--- src/ddpu_consts.vh ---
// constants for the dual data pointer unit
`ifndef DDPU_CONSTS_VH
`define DDPU_CONSTS_VH
`define DDPU_ADDR_CTRL 8'ha7
`define DDPU_ADDR_LOW 8'h82
`define DDPU_ADDR_HIGH 8'h83
`define DDPU_ADDR_PAGE 8'h84
`define DDPU_CTRL_RESET 8'h00
`define DDPU_PTR_RESET 24'h000000
`define DDPU_BIT_SEL 0
`define DDPU_BIT_SWAP 6
`define DDPU_MAIN_MODE 3:2
`define DDPU_SHADOW_MODE 5:4
`define DDPU_CTRL_WMASK 8'h7d
`define DDPU_MODE_NONE 2'h0
`define DDPU_MODE_INC 2'h1
`define DDPU_MODE_DEC 2'h2
`define DDPU_MODE_TOGGLE 2'h3
`define DDPU_PTR_ONE 24'h000001
`define DDPU_BYTE_W 8
`define DDPU_NUM_BYTES 3
`define DDPU_LOW_FIELD 7:0
`define DDPU_HIGH_FIELD 15:8
`define DDPU_PAGE_FIELD 23:16
`endif

--- src/ddpu_dual_pointer.v ---
// dual 24-bit data pointer with select, post-adjust and auto-swap
// How it works
// - two pointers, select bit zero picks one
// - main pointer visible through three byte registers
// - shadow pointer in same bytes, main untouched
// - auto-swap bit six inverts select after move
// - bits five-four set shadow pointer adjustment
// - bits three-two set main pointer adjustment
// - toggle mode inverts only pointer bit zero
// - control bit one unimplemented, reads zero
// - only pointer-addressed moves adjust or swap
// - all pointer users see the selected pointer
`include "ddpu_consts.vh"
module ddpu_dual_pointer (
  input wire clock,
  input wire rst_n,
  input wire [7:0] reg_addr,
  input wire reg_write,
  input wire [7:0] reg_wdata,
  output reg [7:0] reg_rdata,
  output wire reg_hit,
  input wire pointer_move_done,
  output reg [23:0] active_pointer,
  output reg [7:0] pointer_control
);

  // decoded accesses and control fields
  wire ctrl_hit;
  wire [`DDPU_NUM_BYTES-1:0] byte_hit;
  wire ctrl_write;
  wire ptr_write;
  wire move_taken;
  wire sel;
  wire swap_en;
  wire [1:0] main_mode;
  wire [1:0] shadow_mode;
  wire [7:0] ctrl_wr_val;

  // byte-merged write values and adjusted candidates
  wire [23:0] main_wr_val;
  wire [23:0] shadow_wr_val;
  wire [23:0] main_inc;
  wire [23:0] main_dec;
  wire [23:0] main_tgl;
  wire [23:0] shadow_inc;
  wire [23:0] shadow_dec;
  wire [23:0] shadow_tgl;
  reg [23:0] main_adj;
  reg [23:0] shadow_adj;

  // pointer storage
  reg [23:0] main_ptr;
  reg [23:0] shadow_ptr;
  reg [23:0] next_main_ptr;
  reg [23:0] next_shadow_ptr;
  reg [7:0] next_ctrl;
  genvar gi;

  assign sel = pointer_control[`DDPU_BIT_SEL];
  assign swap_en = pointer_control[`DDPU_BIT_SWAP];
  assign main_mode = pointer_control[`DDPU_MAIN_MODE];
  assign shadow_mode = pointer_control[`DDPU_SHADOW_MODE];

  assign ctrl_hit = (reg_addr == `DDPU_ADDR_CTRL);
  assign reg_hit = ctrl_hit | (|byte_hit);
  assign ctrl_write = reg_write & ctrl_hit;
  assign ptr_write = reg_write & (|byte_hit);
  // a write in the same cycle as a move wins; the move is dropped
  assign move_taken = pointer_move_done & ~reg_write;
  assign ctrl_wr_val = reg_wdata & `DDPU_CTRL_WMASK;

  // one lane per byte register: decode and merge of the written byte
  generate
    for (gi = 0; gi < `DDPU_NUM_BYTES; gi = gi + 1) begin : g_byte
      localparam [7:0] BYTE_ADDR = `DDPU_ADDR_LOW + gi;
      assign byte_hit[gi] = (reg_addr == BYTE_ADDR);
      assign main_wr_val[gi*`DDPU_BYTE_W +: `DDPU_BYTE_W] = byte_hit[gi] ? reg_wdata : main_ptr[gi*`DDPU_BYTE_W +: `DDPU_BYTE_W];
      assign shadow_wr_val[gi*`DDPU_BYTE_W +: `DDPU_BYTE_W] = byte_hit[gi] ? reg_wdata : shadow_ptr[gi*`DDPU_BYTE_W +: `DDPU_BYTE_W];
    end
  endgenerate

  // candidate post-adjusted values, wrapping over 24 bits
  assign main_inc = main_ptr + `DDPU_PTR_ONE;
  assign main_dec = main_ptr - `DDPU_PTR_ONE;
  assign main_tgl = main_ptr ^ `DDPU_PTR_ONE;
  assign shadow_inc = shadow_ptr + `DDPU_PTR_ONE;
  assign shadow_dec = shadow_ptr - `DDPU_PTR_ONE;
  assign shadow_tgl = shadow_ptr ^ `DDPU_PTR_ONE;

  // main pointer adjustment by its own mode field
  always @* begin
    case (main_mode)
      `DDPU_MODE_INC: begin
        main_adj = main_inc;
      end
      `DDPU_MODE_DEC: begin
        main_adj = main_dec;
      end
      `DDPU_MODE_TOGGLE: begin
        main_adj = main_tgl;
      end
      default: begin
        main_adj = main_ptr;
      end
    endcase
  end

  // shadow pointer adjustment by its own mode field
  always @* begin
    case (shadow_mode)
      `DDPU_MODE_INC: begin
        shadow_adj = shadow_inc;
      end
      `DDPU_MODE_DEC: begin
        shadow_adj = shadow_dec;
      end
      `DDPU_MODE_TOGGLE: begin
        shadow_adj = shadow_tgl;
      end
      default: begin
        shadow_adj = shadow_ptr;
      end
    endcase
  end

  // main pointer: byte writes first, then post-adjust
  always @* begin
    next_main_ptr = main_ptr;
    if (ptr_write && !sel) begin
      next_main_ptr = main_wr_val;
    end else if (move_taken && !sel) begin
      next_main_ptr = main_adj;
    end
  end

  // shadow pointer: main copy is never touched from here
  always @* begin
    next_shadow_ptr = shadow_ptr;
    if (ptr_write && sel) begin
      next_shadow_ptr = shadow_wr_val;
    end else if (move_taken && sel) begin
      next_shadow_ptr = shadow_adj;
    end
  end

  // swap happens on the same edge as the adjust of the used pointer
  always @* begin
    next_ctrl = pointer_control;
    if (ctrl_write) begin
      next_ctrl = ctrl_wr_val;
    end else if (move_taken && swap_en) begin
      next_ctrl[`DDPU_BIT_SEL] = ~sel;
    end
  end

  // async reset clears both pointers and the control register
  always @(posedge clock or negedge rst_n) begin
    if (!rst_n) begin
      main_ptr <= `DDPU_PTR_RESET;
    end else begin
      main_ptr <= next_main_ptr;
    end
  end

  always @(posedge clock or negedge rst_n) begin
    if (!rst_n) begin
      shadow_ptr <= `DDPU_PTR_RESET;
    end else begin
      shadow_ptr <= next_shadow_ptr;
    end
  end

  always @(posedge clock or negedge rst_n) begin
    if (!rst_n) begin
      pointer_control <= `DDPU_CTRL_RESET;
    end else begin
      pointer_control <= next_ctrl;
    end
  end

  // every pointer user sees the selected copy
  always @* begin
    active_pointer = sel ? shadow_ptr : main_ptr;
  end

  // byte views of the selected pointer
  wire [7:0] active_low;
  wire [7:0] active_high;
  wire [7:0] active_page;
  assign active_low = active_pointer[`DDPU_LOW_FIELD];
  assign active_high = active_pointer[`DDPU_HIGH_FIELD];
  assign active_page = active_pointer[`DDPU_PAGE_FIELD];

  // unimplemented bits are masked again on the read path
  wire [7:0] ctrl_rd_val;
  assign ctrl_rd_val = pointer_control & `DDPU_CTRL_WMASK;

  // read mux; unmapped addresses read zero
  always @* begin
    case (reg_addr)
      `DDPU_ADDR_CTRL: begin
        reg_rdata = ctrl_rd_val;
      end
      `DDPU_ADDR_LOW: begin
        reg_rdata = active_low;
      end
      `DDPU_ADDR_HIGH: begin
        reg_rdata = active_high;
      end
      `DDPU_ADDR_PAGE: begin
        reg_rdata = active_page;
      end
      default: begin
        reg_rdata = 8'h00;
      end
    endcase
  end
endmodule

--- config.mk ---
export PLATFORM = sky130hd
export DESIGN_NAME = ddpu_dual_pointer
export DESIGN_NICKNAME = d
export VERILOG_FILES = /design/src/ddpu_dual_pointer.v
export VERILOG_INCLUDE_DIRS = /design/src /design/src/src
export SDC_FILE = /design/constraint.sdc
export NUM_CORES = 1
export LEC_CHECK = 0
export ABC_CLOCK_PERIOD_IN_PS = 4700
export BUFFER_PORTS_ARGS = -buffer_cell sky130_fd_sc_hd__buf_4
export CELL_PAD_IN_SITES_DETAIL_PLACEMENT = 1
export CELL_PAD_IN_SITES_GLOBAL_PLACEMENT = 1
export CORE_ASPECT_RATIO = 0.5
export CORE_MARGIN = 2
export CORE_UTILIZATION = 40
export CTS_CLUSTER_DIAMETER = 40
export DETAILED_ROUTE_END_ITERATION = 10
export PLACE_DENSITY = 0.78
export SYNTH_ARGS = -nofsm -noshare
export SYNTH_HDL_FRONTEND = slang
export SYNTH_SLANG_ARGS = --single-unit
--- constraint.sdc ---
create_clock -name clock -period 4.7 [get_ports clock]
set_input_delay 1.175 -clock clock [delete_from_list [all_inputs] [get_ports clock]]
set_output_delay 1.175 -clock clock [all_outputs]
set_load 0.01 [all_outputs]
Word-level counts from Yosys, hierarchy flattened:

Cells that the tools add are included.

* flip-flop bits (word level): 54
* input port bits: 20
* output and inout bits: 41

* add/sub/neg operators: 4
* eq/ne operators: 18
* multiplexer cells: 13
* bitwise logic cells: 8
* reduce and logical (&&, ||, !) cells: 22

Operators by type and width (number)
* $pmux 24 s3: 2
* $mux 24: 5
* $add 24x1->24 const B: 2
* $sub 24x1->24 const B: 2
* $eq 8x8->1 const B: 4
* $pmux 8 s4: 1
* $mux 8: 3
* $reduce_and 4->1: 6
* $ne 2x2->1 const B: 8
* $eq 2x2->1 const B: 4
* $reduce_bool 4->1: 2
* $reduce_and 3->1: 2
* $reduce_bool 2->1: 3
* $reduce_bool 3->1: 2
* $logic_and 1x1->1: 5
* $eq 2x1->1 const B: 2
* $not 1->1: 4
* $and 1x1->1: 3
* $reduce_or 3->1: 1
* $mux 1: 2
* $logic_not 1->1: 1
* $or 1x1->1: 1

Depth between registers and ports, before layout:

* depth after elaboration: 6
* mapped depth: 17
* gate-level depth less buffers: 12

Least setup slack after synthesis:

Ideal clock, no wire load.

* path kind: reg2reg
* start: register pointer_control[4]
* end: register shadow_ptr[18]
* setup time: 82 ps
* data arrival time: 3506 ps
* data required time: 4618 ps
* slack: 1111 ps
* cell stages (with the launch flop): 18
* buffers on the path: 5
* period minus slack after synthesis: 3589 ps
* path through: dfrtp_1 -> inv_1 -> ha_1 -> buf_2 -> buf_2 -> buf_2 -> buf_2 -> buf_2 -> xor2_1 -> ha_1 -> and3b_1 -> o21ai_1 -> a311oi_1 -> or3_1 -> a21oi_1 -> xor2_1 -> o31a_1 -> o22ai_1

* word-level cells in the longest chain between the ends: 4
* elaborated cells between the ends (all ways): 9
* classes of those cells: eq/ne (4); mux (3); reduce/logical (2)

RTL lines
* start: declaration: line ddpu_dual_pointer.v:24 `output reg [7:0] pointer_control`
* start signal: assignment: line ddpu_dual_pointer.v:175 `` pointer_control <= `DDPU_CTRL_RESET; ``
* start signal: assignment: line ddpu_dual_pointer.v:177 `pointer_control <= next_ctrl;`
* $eq 2x2->1 or $eq 2x1->1 (tied branches): line ddpu_dual_pointer.v:110 `case (shadow_mode)`
* $pmux 24 s3: line ddpu_dual_pointer.v:110
* $mux 24: line ddpu_dual_pointer.v:141 `end else if (move_taken && sel) begin`
* $mux 24: line ddpu_dual_pointer.v:139 `if (ptr_write && sel) begin`
* end signal: assignment: line ddpu_dual_pointer.v:167 `` shadow_ptr <= `DDPU_PTR_RESET; ``
* end signal: assignment: line ddpu_dual_pointer.v:169 `shadow_ptr <= next_shadow_ptr;`
* end: declaration: line ddpu_dual_pointer.v:53 `reg [23:0] shadow_ptr;`

Parallel ways exist; a longest one is shown, timed or not. The select of a mux whose other input is x is not followed.
A chain may end at the register's enable or synchronous reset.

Final worst setup path:

* start: input reg_addr[3]
* end: output reg_rdata[0]

* word-level cells in the longest chain between the ends: 2
* elaborated cells between the ends (all ways): 5
* classes of those cells: eq/ne (4); mux (1)

RTL lines
* start: declaration: line ddpu_dual_pointer.v:17 `input wire [7:0] reg_addr,`
* $eq 8x8->1: line ddpu_dual_pointer.v:200 `case (reg_addr)`
* $pmux 8 s4 (*): line ddpu_dual_pointer.v:200
* end: declaration: line ddpu_dual_pointer.v:20 `output reg [7:0] reg_rdata,`

Every way passes the cells marked *; elsewhere a longest branch is shown, timed or not.

==> run_results.csv <==
group,metric,value,unit
run_status,outcome,"finished clean",
detailed_routing,vias_per_cell,6.69,
setup_path,crit_path_frequent_cell,"buf_4",
cts,ctsHoldBuffers,0,
setup_path,r2r_cells,11,
sta,min_period_over_period,0.822,
sta,tightestPinTransition,0.797,ns
cells_and_area,area_delta_synth_final,8.10,%
setup_path,worstPathCellList,"buf_4, nor4b_2, and3_1, a22oi_1, o21ai_0, buf_4",
job,max_cap_violations,0,
placed_design,pre_cts_slack,0.902,ns
setup_path,critical_path_required,3.52,ns
cells_and_area,finalNonFillerCells,1075,
cells_and_area,drive_gt1_frac,0.137,
cts,cts.clk_slew.worst_paths,0.08,ns
cts,cts_tree,"done",
global_route,track_usage,0.294,
logic_synthesis,synth_edf_count,0,
sta,hold_violations,0,
detailed_routing,vias,7193,
power,power.internal,0.938,mW
setup_path,max_stage_delay,0.49,ns
setup_path,cp-start-kind,"input pin",
sta,period_needed,3.86,ns
sta,fmax,259,MHz
cts,cts_inserted_buffers,5,
logic_synthesis,ys_types,81,
global_route,grt_use_met3,0.0405,
cells_and_area,regArea,1350,um2
setup_path,r2r_start,"pointer_control[4]",
placed_design,hpwlAfterDp,17900,um
setup_path,cp_num_buf_inv,2,
global_route,antenna_found_initial,0,
sta,drv_slew,0,
logic_synthesis,synthesis.area,6430,um2
setup_path,r2r_end,"shadow_ptr[20]",
global_route,grt_most_used_layer,"met2",
placed_design,portBuffers,58,
cells_and_area,multi_input_area,4580,um2
setup_path,slowest_stage,"and3_1",
die,die_area,17200,um2
logic_synthesis,synth_cells,884,
global_route,grt_max_degree,57,
power,p_per_area,221,nW/um2
global_route,grt_pass1_wl,39500,um
setup_path,reg2reg_slack,1.11,ns
power,p_comb_frac,0.358,
setup_path,cp-end-kind,"primary output",
setup_path,path_class,"input pin to primary output",
sta,finalClockSkew,0.00551,ns
sta,hold_ws,0.601,ns
logic_synthesis,synth_flop_cell,"dfrtp_1",
logic_synthesis,netlist_top_cells_count,"nand2_1 (95), o21ai_0 (92), nor2_1 (68)",
logic_synthesis,yosysWarnings,0,
logic_synthesis,yosysMostFrequentCell,"nand2_1",
detailed_routing,dr.first_iter.drc_count,624,
min_path,min_to,"pointer_control[6]",
sta,setup_slack,0.838,ns
power,netSwitchingFraction,0.390,
sta,setup-violations-final,0,
cells_and_area,final.fill_count,1960,
die,fp.coreArea,15600,um2
power,clkPwrFrac,0.265,
placed_design,gp_congestion,0.935,
detailed_routing,drt_wl_total,24900,um
sta,slew_headroom,0.469,
detailed_routing,first_pass_iters,5,
logic_synthesis,yosysTopAreaCellShare,0.210,
detailed_routing,ant_nets,0,
logic_synthesis,syn_area_per_cell,7.27,um2
logic_synthesis,synthArstFlopShare,1.00,
global_route,grt_pass1_vias,6975,
min_path,min_from,"pointer_control[6]",
sta,tns,0,ns
die,initial_core_util,0.413,
detailed_routing,post_drt_wl_per_cell,23.1,um
cts,cts_max_level,2,
setup_path,crit_fanout,10,
detailed_routing,drcViolationCount,0,
cts,clockBufferDepth,2,
cts,cts_num_sinks,54,
setup_path,critPathArrivalTime,2.69,ns
die,die_y,93.6,um
cts,cts_resized,0,
global_route,grt_util_met2,0.483,
power,switchingPower,0.599,mW
setup_path,path_delay_family,"simple AND/OR/NAND/NOR gates",
placed_design,dp.cells,1067,
cts,root_buffer,"clkbuf_16",
cts,cts_setup_buffers,0,
cells_and_area,fin_nets,898,
logic_synthesis,ys_seq_area_frac,0.210,
cells_and_area,diodes,0,
global_route,grt.overflow.total,0,
min_path,hp-class,"flop to flop",
die,rows,32,
logic_synthesis,synth-seq-cells,54,
die,die_w,183,um
global_route,grt_use_met1,0.403,
power,vdd_drop_max,0.148,mV
logic_synthesis,synth_area_leader_cell,"dfrtp_1",
die,io_pins,61,
logic_synthesis,synth.area.top_cells,"dfrtp_1 (21%), o21ai_0 (7.2%), nand2_1 (5.5%)",
min_path,holdPathStages,1,
cts,clk_latency,0.31,ns
power,p_leak,2.77,nW
power,pwr-share-seq,0.378,
sta,rsz0062_at_grt,"false",
==> worst register-to-register path: stages (launching register included) <==
cell       delay (ns)
dfrtp_1          0.45
inv_1            0.11
ha_2             0.51
buf_4            0.58
nand2_1          0.35
o21a_1           0.28
a21oi_1          0.12
o31a_1           0.27
a221oi_1         0.12
a211oi_1         0.37
a21boi_0         0.19
o2bb2ai_1        0.17
==> kinds of logic after synthesis <==
| kind of cell | after synthesis | share of synthesized area |
|---|---|---|
| AOI/OAI and AO/OA | 346 | 0.364 |
| and+or+nand+nor | 300 | 0.242 |
| buffers and inverters | 118 | 0.0794 |
| DFF | 54 | 0.210 |
| muxes | 32 | 0.0541 |
| xor gates and xnor gates | 25 | 0.0341 |
| adders and majority gates | 8 | 0.0156 |
| other | 1 | 0.000583 |
==> final cells by class <==
type	instances	area share
clock buffer	7	0.0205
multi-input combinational	713	0.658
inverter	27	0.0146
clock inverter	1	0.000720
tap	204	0.0367
sequential	54	0.194
timing repair buffer	69	0.0745
==> power groups by stage <==
stage / clock network [mW] / logic (mW) / registers (mW)
after detailed placement: 0 / 0.542 / 0.588
after global routing: 0.429 / 0.595 / 0.588
final: 0.407 / 0.549 / 0.580
after floorplan: 0 / 0.384 / 0.523
after global placement: 0 / 0.528 / 0.585
after CTS: 0.406 / 0.545 / 0.578
==> registers in the layout, indices dropped and copies added (netlist names) <==
name and count:
main_ptr 24, shadow_ptr 24, pointer_control 6
==> cell usage in the layout, fill, tap and decap left out, types with 6 or more instances in the layout <==
master | netlist | layout
nand4_1 | 7 | 7
o31ai_1 | 11 | 11
ha_1 | 8 | 6
dfrtp_1 | 54 | 54
nor2b_1 | 10 | 10
o22ai_1 | 15 | 15
or3_1 | 10 | 10
o31a_1 | 16 | 16
o2bb2ai_1 | 6 | 6
nor2_1 | 68 | 68
nand2_1 | 95 | 95
a211oi_1 | 6 | 6
o21ai_1 | 14 | 14
a22oi_1 | 18 | 18
and3_1 | 7 | 7
inv_1 | 27 | 27
a21o_1 | 8 | 8
nor3b_1 | 10 | 10
a22o_1 | 10 | 10
a21oi_1 | 53 | 53
and3b_1 | 8 | 8
o211ai_1 | 7 | 7
o21ai_0 | 92 | 92
nor3_1 | 18 | 18
and4b_1 | 10 | 10
buf_4 | 6 | 69
nor4_1 | 17 | 17
xor2_1 | 14 | 14
o21a_1 | 8 | 8
a32oi_1 | 15 | 15
mux2_2 | 21 | 21
o22a_1 | 6 | 6
a31oi_1 | 6 | 6
nand3_1 | 17 | 17
a21boi_0 | 7 | 7
mux2i_1 | 10 | 10
xnor2_1 | 11 | 11
==> metal layers <==
layer | vias up | part of all wire
met4 | 0 | 0.023
met3 | 42 | 0.060
met1 | 3622 | 0.45
li1 | 3288 | -
met5 | - | 0
met2 | 241 | 0.47
==> through the flow <==
stage	total power, mW	util	area (um2)
finish	1.54	0.446	6950
global route	1.61	0.446	6950
CTS	1.53	0.446	6950
detailed placement	1.13	0.437	6800
global placement	1.11	0.437	6800
floorplan	0.907	-	6430
==> how the worst max path moves through the flow <==
stage                     end               start  cells after the start  slack, ns
4_1_cts          reg_rdata[6]         reg_addr[3]                      6       0.90
3_3_place_gp     reg_rdata[0]         reg_addr[3]                      6       0.95
3_5_place_dp     reg_rdata[6]         reg_addr[3]                      6       0.90
2_1_floorplan  shadow_ptr[18]  pointer_control[4]                     17       1.11
6_report         reg_rdata[0]         reg_addr[3]                      6       0.84
5_1_grt          reg_rdata[0]         reg_addr[3]                      6       0.75
No activity file was read; power rests on OpenSTA's default activity.
